File: src/hw/cts_defs.vh
// constants for the camera tone and sync register subset
`ifndef CTS_DEFS_VH
`define CTS_DEFS_VH

// register offsets
`define CTS_OFF_VSYNC_CTRL 8'h21
`define CTS_OFF_LUMA_UPPER 8'h24
`define CTS_OFF_LUMA_LOWER 8'h25
`define CTS_OFF_FAST_THR 8'h26
`define CTS_OFF_LUMA_AVG 8'h2f
`define CTS_OFF_VWIN_OFS 8'h33
`define CTS_OFF_EXP_HIGH 8'h39
`define CTS_OFF_MONITOR 8'h66
`define CTS_OFF_TOP_GRAD 8'h7b
`define CTS_OFF_POINT_1 8'h7c
`define CTS_OFF_POINT_2 8'h7d
`define CTS_OFF_POINT_3 8'h7e
`define CTS_OFF_POINT_4 8'h7f
`define CTS_OFF_POINT_5 8'h80
`define CTS_OFF_POINT_6 8'h81

// reset values
`define CTS_RST_VSYNC_CTRL 8'h00
`define CTS_RST_LUMA_UPPER 8'h78
`define CTS_RST_LUMA_LOWER 8'h68
`define CTS_RST_FAST_THR 8'hd4
`define CTS_RST_LUMA_AVG 8'h00
`define CTS_RST_VWIN_OFS 8'h00
`define CTS_RST_EXP_HIGH 8'h82
`define CTS_RST_MONITOR 8'h00
`define CTS_RST_TOP_GRAD 8'h24
`define CTS_RST_POINT_1 8'h0f
`define CTS_RST_POINT_2 8'h1f
`define CTS_RST_POINT_3 8'h36
`define CTS_RST_POINT_4 8'h54
`define CTS_RST_POINT_5 8'h5f
`define CTS_RST_POINT_6 8'h6a

// field positions
`define CTS_BIT_LINE_ONLY 6
`define CTS_BIT_FIELD_ONE 5
`define CTS_BIT_FIELD_TWO 4
`define CTS_EXP_HIGH_MSB 6
`define CTS_MON_SEL_MSB 7
`define CTS_MON_SEL_LSB 4

// value returned for unmapped offsets
`define CTS_RSVD_READ 8'h00

// tone curve breakpoint input levels
`define CTS_KNOT_1 10'h010
`define CTS_KNOT_2 10'h020
`define CTS_KNOT_3 10'h040
`define CTS_KNOT_4 10'h080
`define CTS_KNOT_5 10'h0a0
`define CTS_KNOT_6 10'h0c0
`define CTS_KNOT_7 10'h0e0
`define CTS_KNOT_8 10'h100
`define CTS_KNOT_9 10'h120
`define CTS_KNOT_10 10'h140
`define CTS_KNOT_11 10'h180
`define CTS_KNOT_12 10'h1c0
`define CTS_KNOT_13 10'h240
`define CTS_KNOT_14 10'h2c0
`define CTS_KNOT_15 10'h340
// the gradient is scaled so that 256 steps of slope span one unit
`define CTS_TOP_SHIFT 4'd8

`endif

File: src/hw/cts_regs.v
// camera tone and sync register subset with its attached control logic
`timescale 1ns/1ps
`include "cts_defs.vh"
module cts_regs (
  input wire clk,
  input wire nrst,
  // register port
  input wire reg_wr,
  input wire reg_rd,
  input wire [7:0] reg_addr,
  input wire [7:0] reg_wdata,
  output reg [7:0] reg_rdata,
  output reg reg_rvalid,
  // exposure loop
  input wire luma_avg_load,
  input wire [7:0] luma_avg_in,
  input wire fast_mode,
  output reg ae_too_bright,
  output reg ae_too_dark,
  output reg ae_big_step,
  input wire [7:0] exposure_middle_bits,
  input wire exposure_low_bit,
  output reg [15:0] exposure_value,
  // monitor and window
  output wire [3:0] monitor_sel,
  output wire [7:0] vwin_offset,
  // vertical sync
  input wire line_start,
  input wire half_line,
  input wire second_field,
  input wire vsync_due,
  output wire vsync_start,
  // tone curve
  input wire pix_valid,
  input wire [9:0] pix_in,
  input wire [71:0] tone_points_hi,
  output wire [7:0] tone_out,
  output reg tone_valid
);

  // ---------------------------------------------------------------
  // register storage
  // ---------------------------------------------------------------

  reg [7:0] vsync_pattern_control;
  reg [7:0] luma_upper_limit;
  reg [7:0] luma_lower_limit;
  reg [7:0] fast_step_threshold;
  reg [7:0] luma_average;
  reg [7:0] vertical_window_offset;
  reg [7:0] exposure_high_bits;
  reg [7:0] monitor_select;
  reg [7:0] tone_top_gradient;
  reg [7:0] tone_point_1;
  reg [7:0] tone_point_2;
  reg [7:0] tone_point_3;
  reg [7:0] tone_point_4;
  reg [7:0] tone_point_5;
  reg [7:0] tone_point_6;

  reg [7:0] next_rdata;
  wire [119:0] tone_points;

  // ---------------------------------------------------------------
  // software writes
  // ---------------------------------------------------------------

  // reserved bits are stored as written so the reset value of the
  // exposure high register reads back intact; logic never uses them
  always @(posedge clk or negedge nrst) begin
    if (!nrst) begin
      vsync_pattern_control <= `CTS_RST_VSYNC_CTRL;
      luma_upper_limit <= `CTS_RST_LUMA_UPPER;
      luma_lower_limit <= `CTS_RST_LUMA_LOWER;
      fast_step_threshold <= `CTS_RST_FAST_THR;
      vertical_window_offset <= `CTS_RST_VWIN_OFS;
      exposure_high_bits <= `CTS_RST_EXP_HIGH;
      monitor_select <= `CTS_RST_MONITOR;
      tone_top_gradient <= `CTS_RST_TOP_GRAD;
      tone_point_1 <= `CTS_RST_POINT_1;
      tone_point_2 <= `CTS_RST_POINT_2;
      tone_point_3 <= `CTS_RST_POINT_3;
      tone_point_4 <= `CTS_RST_POINT_4;
      tone_point_5 <= `CTS_RST_POINT_5;
      tone_point_6 <= `CTS_RST_POINT_6;
    end else if (reg_wr) begin
      case (reg_addr)
        `CTS_OFF_VSYNC_CTRL: begin
          vsync_pattern_control <= reg_wdata;
        end
        `CTS_OFF_LUMA_UPPER: begin
          luma_upper_limit <= reg_wdata;
        end
        `CTS_OFF_LUMA_LOWER: begin
          luma_lower_limit <= reg_wdata;
        end
        `CTS_OFF_FAST_THR: begin
          fast_step_threshold <= reg_wdata;
        end
        `CTS_OFF_VWIN_OFS: begin
          vertical_window_offset <= reg_wdata;
        end
        `CTS_OFF_EXP_HIGH: begin
          exposure_high_bits <= reg_wdata;
        end
        `CTS_OFF_MONITOR: begin
          monitor_select <= reg_wdata;
        end
        `CTS_OFF_TOP_GRAD: begin
          tone_top_gradient <= reg_wdata;
        end
        `CTS_OFF_POINT_1: begin
          tone_point_1 <= reg_wdata;
        end
        `CTS_OFF_POINT_2: begin
          tone_point_2 <= reg_wdata;
        end
        `CTS_OFF_POINT_3: begin
          tone_point_3 <= reg_wdata;
        end
        `CTS_OFF_POINT_4: begin
          tone_point_4 <= reg_wdata;
        end
        `CTS_OFF_POINT_5: begin
          tone_point_5 <= reg_wdata;
        end
        `CTS_OFF_POINT_6: begin
          tone_point_6 <= reg_wdata;
        end
        default: begin
          // reserved offsets: write has no effect
        end
      endcase
    end
  end

  // ---------------------------------------------------------------
  // luminance average
  // ---------------------------------------------------------------

  // a fresh measurement wins over a software write in the same cycle,
  // so the loop never acts on a stale value written over a new one
  always @(posedge clk or negedge nrst) begin
    if (!nrst)
      luma_average <= `CTS_RST_LUMA_AVG;
    else if (luma_avg_load)
      luma_average <= luma_avg_in;
    else if (reg_wr && reg_addr == `CTS_OFF_LUMA_AVG)
      luma_average <= reg_wdata;
  end

  // ---------------------------------------------------------------
  // software reads
  // ---------------------------------------------------------------

  always @* begin
    case (reg_addr)
      `CTS_OFF_VSYNC_CTRL: next_rdata = vsync_pattern_control;
      `CTS_OFF_LUMA_UPPER: next_rdata = luma_upper_limit;
      `CTS_OFF_LUMA_LOWER: next_rdata = luma_lower_limit;
      `CTS_OFF_FAST_THR: next_rdata = fast_step_threshold;
      `CTS_OFF_LUMA_AVG: next_rdata = luma_average;
      `CTS_OFF_VWIN_OFS: next_rdata = vertical_window_offset;
      `CTS_OFF_EXP_HIGH: next_rdata = exposure_high_bits;
      `CTS_OFF_MONITOR: next_rdata = monitor_select;
      `CTS_OFF_TOP_GRAD: next_rdata = tone_top_gradient;
      `CTS_OFF_POINT_1: next_rdata = tone_point_1;
      `CTS_OFF_POINT_2: next_rdata = tone_point_2;
      `CTS_OFF_POINT_3: next_rdata = tone_point_3;
      `CTS_OFF_POINT_4: next_rdata = tone_point_4;
      `CTS_OFF_POINT_5: next_rdata = tone_point_5;
      `CTS_OFF_POINT_6: next_rdata = tone_point_6;
      default: next_rdata = `CTS_RSVD_READ;
    endcase
  end

  // read data holds between reads so a slow serial engine can
  // shift it out at its own pace
  always @(posedge clk or negedge nrst) begin
    if (!nrst) begin
      reg_rdata <= 8'h00;
      reg_rvalid <= 1'b0;
    end else begin
      reg_rvalid <= reg_rd;
      if (reg_rd)
        reg_rdata <= next_rdata;
    end
  end

  // ---------------------------------------------------------------
  // exposure and gain targets
  // ---------------------------------------------------------------

  always @(posedge clk or negedge nrst) begin
    if (!nrst) begin
      ae_too_bright <= 1'b0;
      ae_too_dark <= 1'b0;
      ae_big_step <= 1'b0;
    end else begin
      ae_too_bright <= luma_average > luma_upper_limit;
      ae_too_dark <= luma_average < luma_lower_limit;
      // large steps only in fast mode and only at or above the threshold
      ae_big_step <= fast_mode &&
                     luma_average >= fast_step_threshold;
    end
  end

  // ---------------------------------------------------------------
  // exposure value assembly
  // ---------------------------------------------------------------

  always @(posedge clk or negedge nrst) begin
    if (!nrst)
      exposure_value <= 16'h0000;
    else
      exposure_value <= {exposure_high_bits[`CTS_EXP_HIGH_MSB:0],
                         exposure_middle_bits,
                         exposure_low_bit};
  end

  // ---------------------------------------------------------------
  // monitor and window
  // ---------------------------------------------------------------

  assign monitor_sel =
    monitor_select[`CTS_MON_SEL_MSB:`CTS_MON_SEL_LSB];
  assign vwin_offset = vertical_window_offset;

  // ---------------------------------------------------------------
  // vertical sync gating
  // ---------------------------------------------------------------

  cts_vsync_gate u_vsync (
    .clk(clk),
    .nrst(nrst),
    .line_only(vsync_pattern_control[`CTS_BIT_LINE_ONLY]),
    .field_one_only(vsync_pattern_control[`CTS_BIT_FIELD_ONE]),
    .field_two_only(vsync_pattern_control[`CTS_BIT_FIELD_TWO]),
    .line_start(line_start),
    .half_line(half_line),
    .second_field(second_field),
    .vsync_due(vsync_due),
    .vsync_start(vsync_start)
  );

  // ---------------------------------------------------------------
  // tone curve
  // ---------------------------------------------------------------

  // breakpoints seven to fifteen live in the neighbouring bank
  assign tone_points = {tone_points_hi,
                        tone_point_6,
                        tone_point_5,
                        tone_point_4,
                        tone_point_3,
                        tone_point_2,
                        tone_point_1};

  // the slope is taken as written; software owns its derivation
  cts_tone_curve u_tone (
    .clk(clk),
    .nrst(nrst),
    .pix_in(pix_in),
    .points(tone_points),
    .gradient(tone_top_gradient),
    .tone_out(tone_out)
  );

  always @(posedge clk or negedge nrst) begin
    if (!nrst)
      tone_valid <= 1'b0;
    else
      tone_valid <= pix_valid;
  end

endmodule

File: src/hw/cts_tone_curve.v
// piecewise linear tone curve over fifteen breakpoints and a top slope
`timescale 1ns/1ps
`include "cts_defs.vh"
module cts_tone_curve (
  input wire clk,
  input wire nrst,
  input wire [9:0] pix_in,
  input wire [119:0] points,
  input wire [7:0] gradient,
  output reg [7:0] tone_out
);

  function [9:0] knot_x;
    input [3:0] k;
    begin
      case (k)
        4'd1: knot_x = `CTS_KNOT_1;
        4'd2: knot_x = `CTS_KNOT_2;
        4'd3: knot_x = `CTS_KNOT_3;
        4'd4: knot_x = `CTS_KNOT_4;
        4'd5: knot_x = `CTS_KNOT_5;
        4'd6: knot_x = `CTS_KNOT_6;
        4'd7: knot_x = `CTS_KNOT_7;
        4'd8: knot_x = `CTS_KNOT_8;
        4'd9: knot_x = `CTS_KNOT_9;
        4'd10: knot_x = `CTS_KNOT_10;
        4'd11: knot_x = `CTS_KNOT_11;
        4'd12: knot_x = `CTS_KNOT_12;
        4'd13: knot_x = `CTS_KNOT_13;
        4'd14: knot_x = `CTS_KNOT_14;
        4'd15: knot_x = `CTS_KNOT_15;
        default: knot_x = 10'h000;
      endcase
    end
  endfunction

  // log2 of each segment width; all widths are powers of two
  function [3:0] seg_shift;
    input [3:0] s;
    begin
      case (s)
        4'd0, 4'd1: seg_shift = 4'd4;
        4'd2, 4'd4, 4'd5, 4'd6, 4'd7, 4'd8, 4'd9: seg_shift = 4'd5;
        4'd3, 4'd10, 4'd11: seg_shift = 4'd6;
        default: seg_shift = 4'd7;
      endcase
    end
  endfunction

  wire [127:0] ys;
  reg [3:0] seg;
  reg top;
  reg [3:0] k;
  reg [7:0] ya;
  reg [7:0] yb;
  reg [9:0] dx;
  reg signed [8:0] dy;
  reg signed [20:0] step;
  reg signed [20:0] sum;
  reg [17:0] top_prod;
  integer i;

  assign ys = {points, 8'h00};

  always @* begin
    top = 1'b1;
    seg = 4'd0;
    k = 4'd0;
    for (i = 14; i >= 0; i = i - 1) begin
      k = i[3:0];
      if (pix_in < knot_x(k + 4'd1)) begin
        seg = k;
        top = 1'b0;
      end
    end
    ya = ys[{seg, 3'b000} +: 8];
    yb = ys[{seg + 4'd1, 3'b000} +: 8];
    dx = pix_in - knot_x(top ? 4'd15 : seg);
    dy = $signed({1'b0, yb}) - $signed({1'b0, ya});
    // full-width product so a steep slope far above the last knot
    // is not cut before the shift
    top_prod = {10'h000, gradient} * {8'h00, dx};
    if (top) begin
      ya = ys[120 +: 8];
      step = $signed({3'b000, top_prod}) >>> `CTS_TOP_SHIFT;
    end else begin
      step = (dy * $signed({1'b0, dx})) >>> seg_shift(seg);
    end
    sum = $signed({13'h0000, ya}) + step;
  end

  always @(posedge clk or negedge nrst) begin
    if (!nrst)
      tone_out <= 8'h00;
    else if (sum < 0)
      tone_out <= 8'h00;
    else if (sum > 21'sd255)
      tone_out <= 8'hff;
    else
      tone_out <= sum[7:0];
  end

endmodule

File: src/hw/cts_vsync_gate.v
// vertical sync start gating by line boundary and field
`timescale 1ns/1ps
module cts_vsync_gate (
  input wire clk,
  input wire nrst,
  input wire line_only,
  input wire field_one_only,
  input wire field_two_only,
  input wire line_start,
  input wire half_line,
  input wire second_field,
  input wire vsync_due,
  output reg vsync_start
);

  reg started;
  wire boundary_ok;
  wire field_ok;
  wire fire;

  assign boundary_ok = line_start | (~line_only & half_line);
  // both field bits set leaves no field allowed: pulse suppressed
  assign field_ok = (~field_one_only | ~second_field) &
                    (~field_two_only | second_field);
  assign fire = vsync_due & ~started & boundary_ok & field_ok;

  always @(posedge clk or negedge nrst) begin
    if (!nrst) begin
      vsync_start <= 1'b0;
      started <= 1'b0;
    end else begin
      vsync_start <= fire;
      // one start per due interval; rearm once due drops
      if (!vsync_due)
        started <= 1'b0;
      else if (fire)
        started <= 1'b1;
    end
  end

endmodule

File: config.mk
export PLATFORM = sky130hd
export DESIGN_NAME = cts_regs
export DESIGN_NICKNAME = d
export VERILOG_FILES = /design/src/hw/cts_regs.v /design/src/hw/cts_tone_curve.v /design/src/hw/cts_vsync_gate.v
export VERILOG_INCLUDE_DIRS = /design/src /design/src/hw
export SDC_FILE = /design/constraint.sdc
export NUM_CORES = 1
export LEC_CHECK = 0
export BUFFER_PORTS_ARGS = -buffer_cell sky130_fd_sc_hd__buf_2
export CAP_MARGIN = 20
export CORE_AREA = 2 2 187 171
export CTS_CLUSTER_SIZE = 28
export DETAILED_ROUTE_END_ITERATION = 7
export DIE_AREA = 0 0 189 173
export PLACE_DENSITY = 0.79
export SLEW_MARGIN = 10
export SYNTH_ARGS = -nofsm -noshare
export SYNTH_HDL_FRONTEND = slang
export SYNTH_SLANG_ARGS = --single-unit
File: constraint.sdc
create_clock -name clk -period 9.49 [get_ports clk]
set_input_delay 1.898 -clock clk [delete_from_list [all_inputs] [get_ports clk]]
set_output_delay 1.898 -clock clk [all_outputs]
set_load 0.02 [all_outputs]
==> out/summary.txt <==
Clock skew after layout - 17.19 ps
Most common cell after layout, fill and taps aside - sky130_fd_sc_hd__buf_4
Standard-cell row count - 61
Detailed Routing Iterations Pass 1 - 6
Worst-path maximum fanout - 8
Final Max Tran Viols - 0
Met2 Usage GRT - 0.5615
Cell area after synthesis - 0.01706 mm2
Placed cell count - 2669
Hold-critical path depth - 0
Kind of end point of the critical path - register
Net count after synthesis - 2247
Total track usage - 0.3505
Crit path launch - pix_in[8]
Remaining design rule violation count - 0
Post-placement cell area - 0.02052 mm2
Fill cell total of the finished layout - 2364
Maximum number of pins on one net before global-route repair - 101
CP most frequent cell - sky130_fd_sc_hd__fa_1
Core region area - 0.03061 mm2
Run status - finished with violations
Remaining Overflow, GRT - 0
Actual slew at the worst max-slew pin - 1036 ps
Clock Sinks - 159
Violated checks - negative setup slack
Post-DRT Antenna Nets - 0
Average cell area after synthesis - 9.102 um2
Synth warn - 0
Initial antenna violation count - 1
TritonCTS buffer count - 17
Post-DP HPWL - 44870 um
Met3 track utilization from global routing - 0.08281
Setup violation total in the final timing report - 8
Fraction of layout cells with a size suffix above 1 - 0.3375
Fraction of registers with async set/reset - 1.000
Register area share after synthesis - 0.2363
Most area-consuming cells after synthesis - sky130_fd_sc_hd__dfrtp_1 17%, sky130_fd_sc_hd__fa_1 13%, sky130_fd_sc_hd__ha_1 10%, sky130_fd_sc_hd__mux2_2 8.3%, sky130_fd_sc_hd__dfstp_2 6.3%
Die height - 173 um
Gate Count Post-Synth - 1874
Setup CP Type - in -> reg
Share of the synthesized area in the top cell type - 0.1731
CTS tree - done
Final Cell Area - 0.02145 mm2
Number of enable-type register cells in the synthesized netlist - 0
Class of the most critical hold timing path - reg -> reg
Global placement routability congestion - 1.001
Startpoint Class - input pin
Number of cells on the worst reg-to-reg path - 41
Endpoints failing hold - 0
Main synth FF type - sky130_fd_sc_hd__dfrtp_1
Clock input transition at the sequential cells of the worst setup and hold paths - 80 ps
Wire length of the first global-routing pass - 90380 um
Number of H-tree levels - 4
Max Clock Freq - 90.73 MHz
IO Pins - 176
Horizontal die dimension - 189 um
Routing usage on met1 - 0.4648
Worst Path Arrival - 11360 ps
First DRT Iteration DRCs - 1704
Via count normalized by instance count - 6.140
Largest buffer count on any clock path - 2
Most frequent cells in the layout - 318 x sky130_fd_sc_hd__buf_4, 239 x sky130_fd_sc_hd__nand2_1, 194 x sky130_fd_sc_hd__inv_1
Layout Nets - 2668
Count of placed standard cells in the final layout, fillers left out - 2718
Number of global-route vias before repair - 16980
Routed WL per cell - 21.20 um
Hold wc startpoint - exposure_high_bits[0]
Library cell occupying the most area in the post-synthesis netlist - sky130_fd_sc_hd__dfrtp_1
Worst hold margin - 444.7 ps
Buffer cell driving the clock tree root - sky130_fd_sc_hd__clkbuf_16
Startpoint of the most critical register-to-register path - tone_point_3[1]
Starting density of the core - 0.5573
Required time of the critical path - 9830 ps
Final standard cell utilization of the core - 0.7010
Drt total wl - 57620 um
IO Port Bufs - 175
Slowest cell delay on critical path - 530 ps
Crit path setup slack, layout - -1532 ps
Via count - 16690
Post-route fraction of the period consumed by the critical path - 1.161
Netlist cell types - 80
Min cycle time layout - 11020 ps
Number of max-capacitance violations reported - 0
Busiest layer in global routing - met2
Area growth from synthesis to final layout - 25.78%
Relative slew slack - 0.3092
Critical-path cell with the highest stage delay - sky130_fd_sc_hd__or4b_4
RSZ-0062 raised after global routing - true
Die area - 0.03270 mm2
Clock insertion delay at the later pin of the skew report - 450 ps
Number of register bits inferred by synthesis - 159
## final timing paths
check | slack (ps) | endpoint
setup / recovery | -1530 | u_tone.tone_out[0]
setup reg to reg | 680 | u_tone.tone_out[0]
min in group asynchronous | 1530 | exposure_value[3]
max in group asynchronous | 6610 | exposure_value[5]
hold / removal | 440 | exposure_value[9]
hold reg to reg | 440 | exposure_value[9]
## state kept, by name (all words and copies together) (netlist names), 8 cells and up
register,cells
exposure_value,16
exposure_high_bits,8
fast_step_threshold,8
luma_average,8
luma_lower_limit,8
luma_upper_limit,8
monitor_select,8
reg_rdata,8
tone_point_1,8
tone_point_2,8
tone_point_3,8
tone_point_4,8
tone_point_5,8
tone_point_6,8
tone_top_gradient,8
u_tone.tone_out,8
vsync_pattern_control,8
vwin_offset,8
## stage by stage
step	worst slack (ps)	setup TNS, ps
5_1_grt	-1963	-15560
3_5_place_dp	-2147	-17090
4_1_cts	-1447	-11500
3_3_place_gp	-1854	-14790
6_report	-1532	-12150
2_1_floorplan	-2422	-19370
## synthesized netlist by cell type (all sizes together), types with 6 or more instances
master  number
nand2      239
inv        200
ha         140
mux2       126
dfrtp      118
fa         107
clkbuf      81
a21oi       77
o21ai       66
nor2        62
and2        59
nand3       48
dfstp       41
mux2i       40
a22oi       39
nand2b      32
xnor2       26
a21o        24
nor3        23
buf         19
nor2b       19
a31oi       18
a211oi      17
mux4        17
xor2        16
o21a        15
nand4       14
and3        13
o22ai       13
o211ai      12
o31ai       12
a222oi      10
nor4        10
a221oi       9
a311oi       9
a211o        8
a22o         8
o221ai       8
or3          8
a311o        7
o21bai       7
nand3b       6
## layout make-up
type                    instances  area [um2]  share of cell area
multi-input cells            1415       12140              0.5658
flip-flops and latches        159        4030              0.1878
repair buffers                502        3427              0.1597
inverters                     200       758.2             0.03534
well taps                     409       511.7             0.02385
clock buffers                  17       425.4             0.01983
clock inverters                15       160.2            0.007465
diodes                          1       2.502           0.0001166
## cell families (layout without fill, tap and decap cells)
group,after synthesis,after routing,share of synthesized area
adder cells (fa/ha/maj),248,248,0.2289
AND/OR/NAND/NOR,549,549,0.1545
flip-flops,159,159,0.2363
AO/OA/AOI/OAI,393,393,0.1610
buffers and inverters,300,734,0.06866
other,0,1,0
multiplexers,183,183,0.1291
XOR/XNOR,42,42,0.02157
## routing by layer
layer | vias up | share of wire
met1 | 8188 | 0.40
met2 | 921 | 0.46
met4 | 0 | 0.031
met5 | - | 0
li1 | 7435 | -
met3 | 144 | 0.10
## worst max-delay path, delay by kind of cell
kind	cells	cell delay, ps
xor+xnor	1	180
mux	3	640
fa+ha+maj	10	3630
simple gates	5	1010
buf+inv	8	730
compound gates	19	3270
## timing repair
item                                    CTS  global route
buffers inserted                         12             3
pin swaps                                12             9
gates resized for setup                  44             9
endpoints found under the setup margin    8             8
hold buffers                              0             0
Power is left out: the tool's default activity adds up to more than one toggle a clock period on the data nets, which glitch-free logic cannot reach.
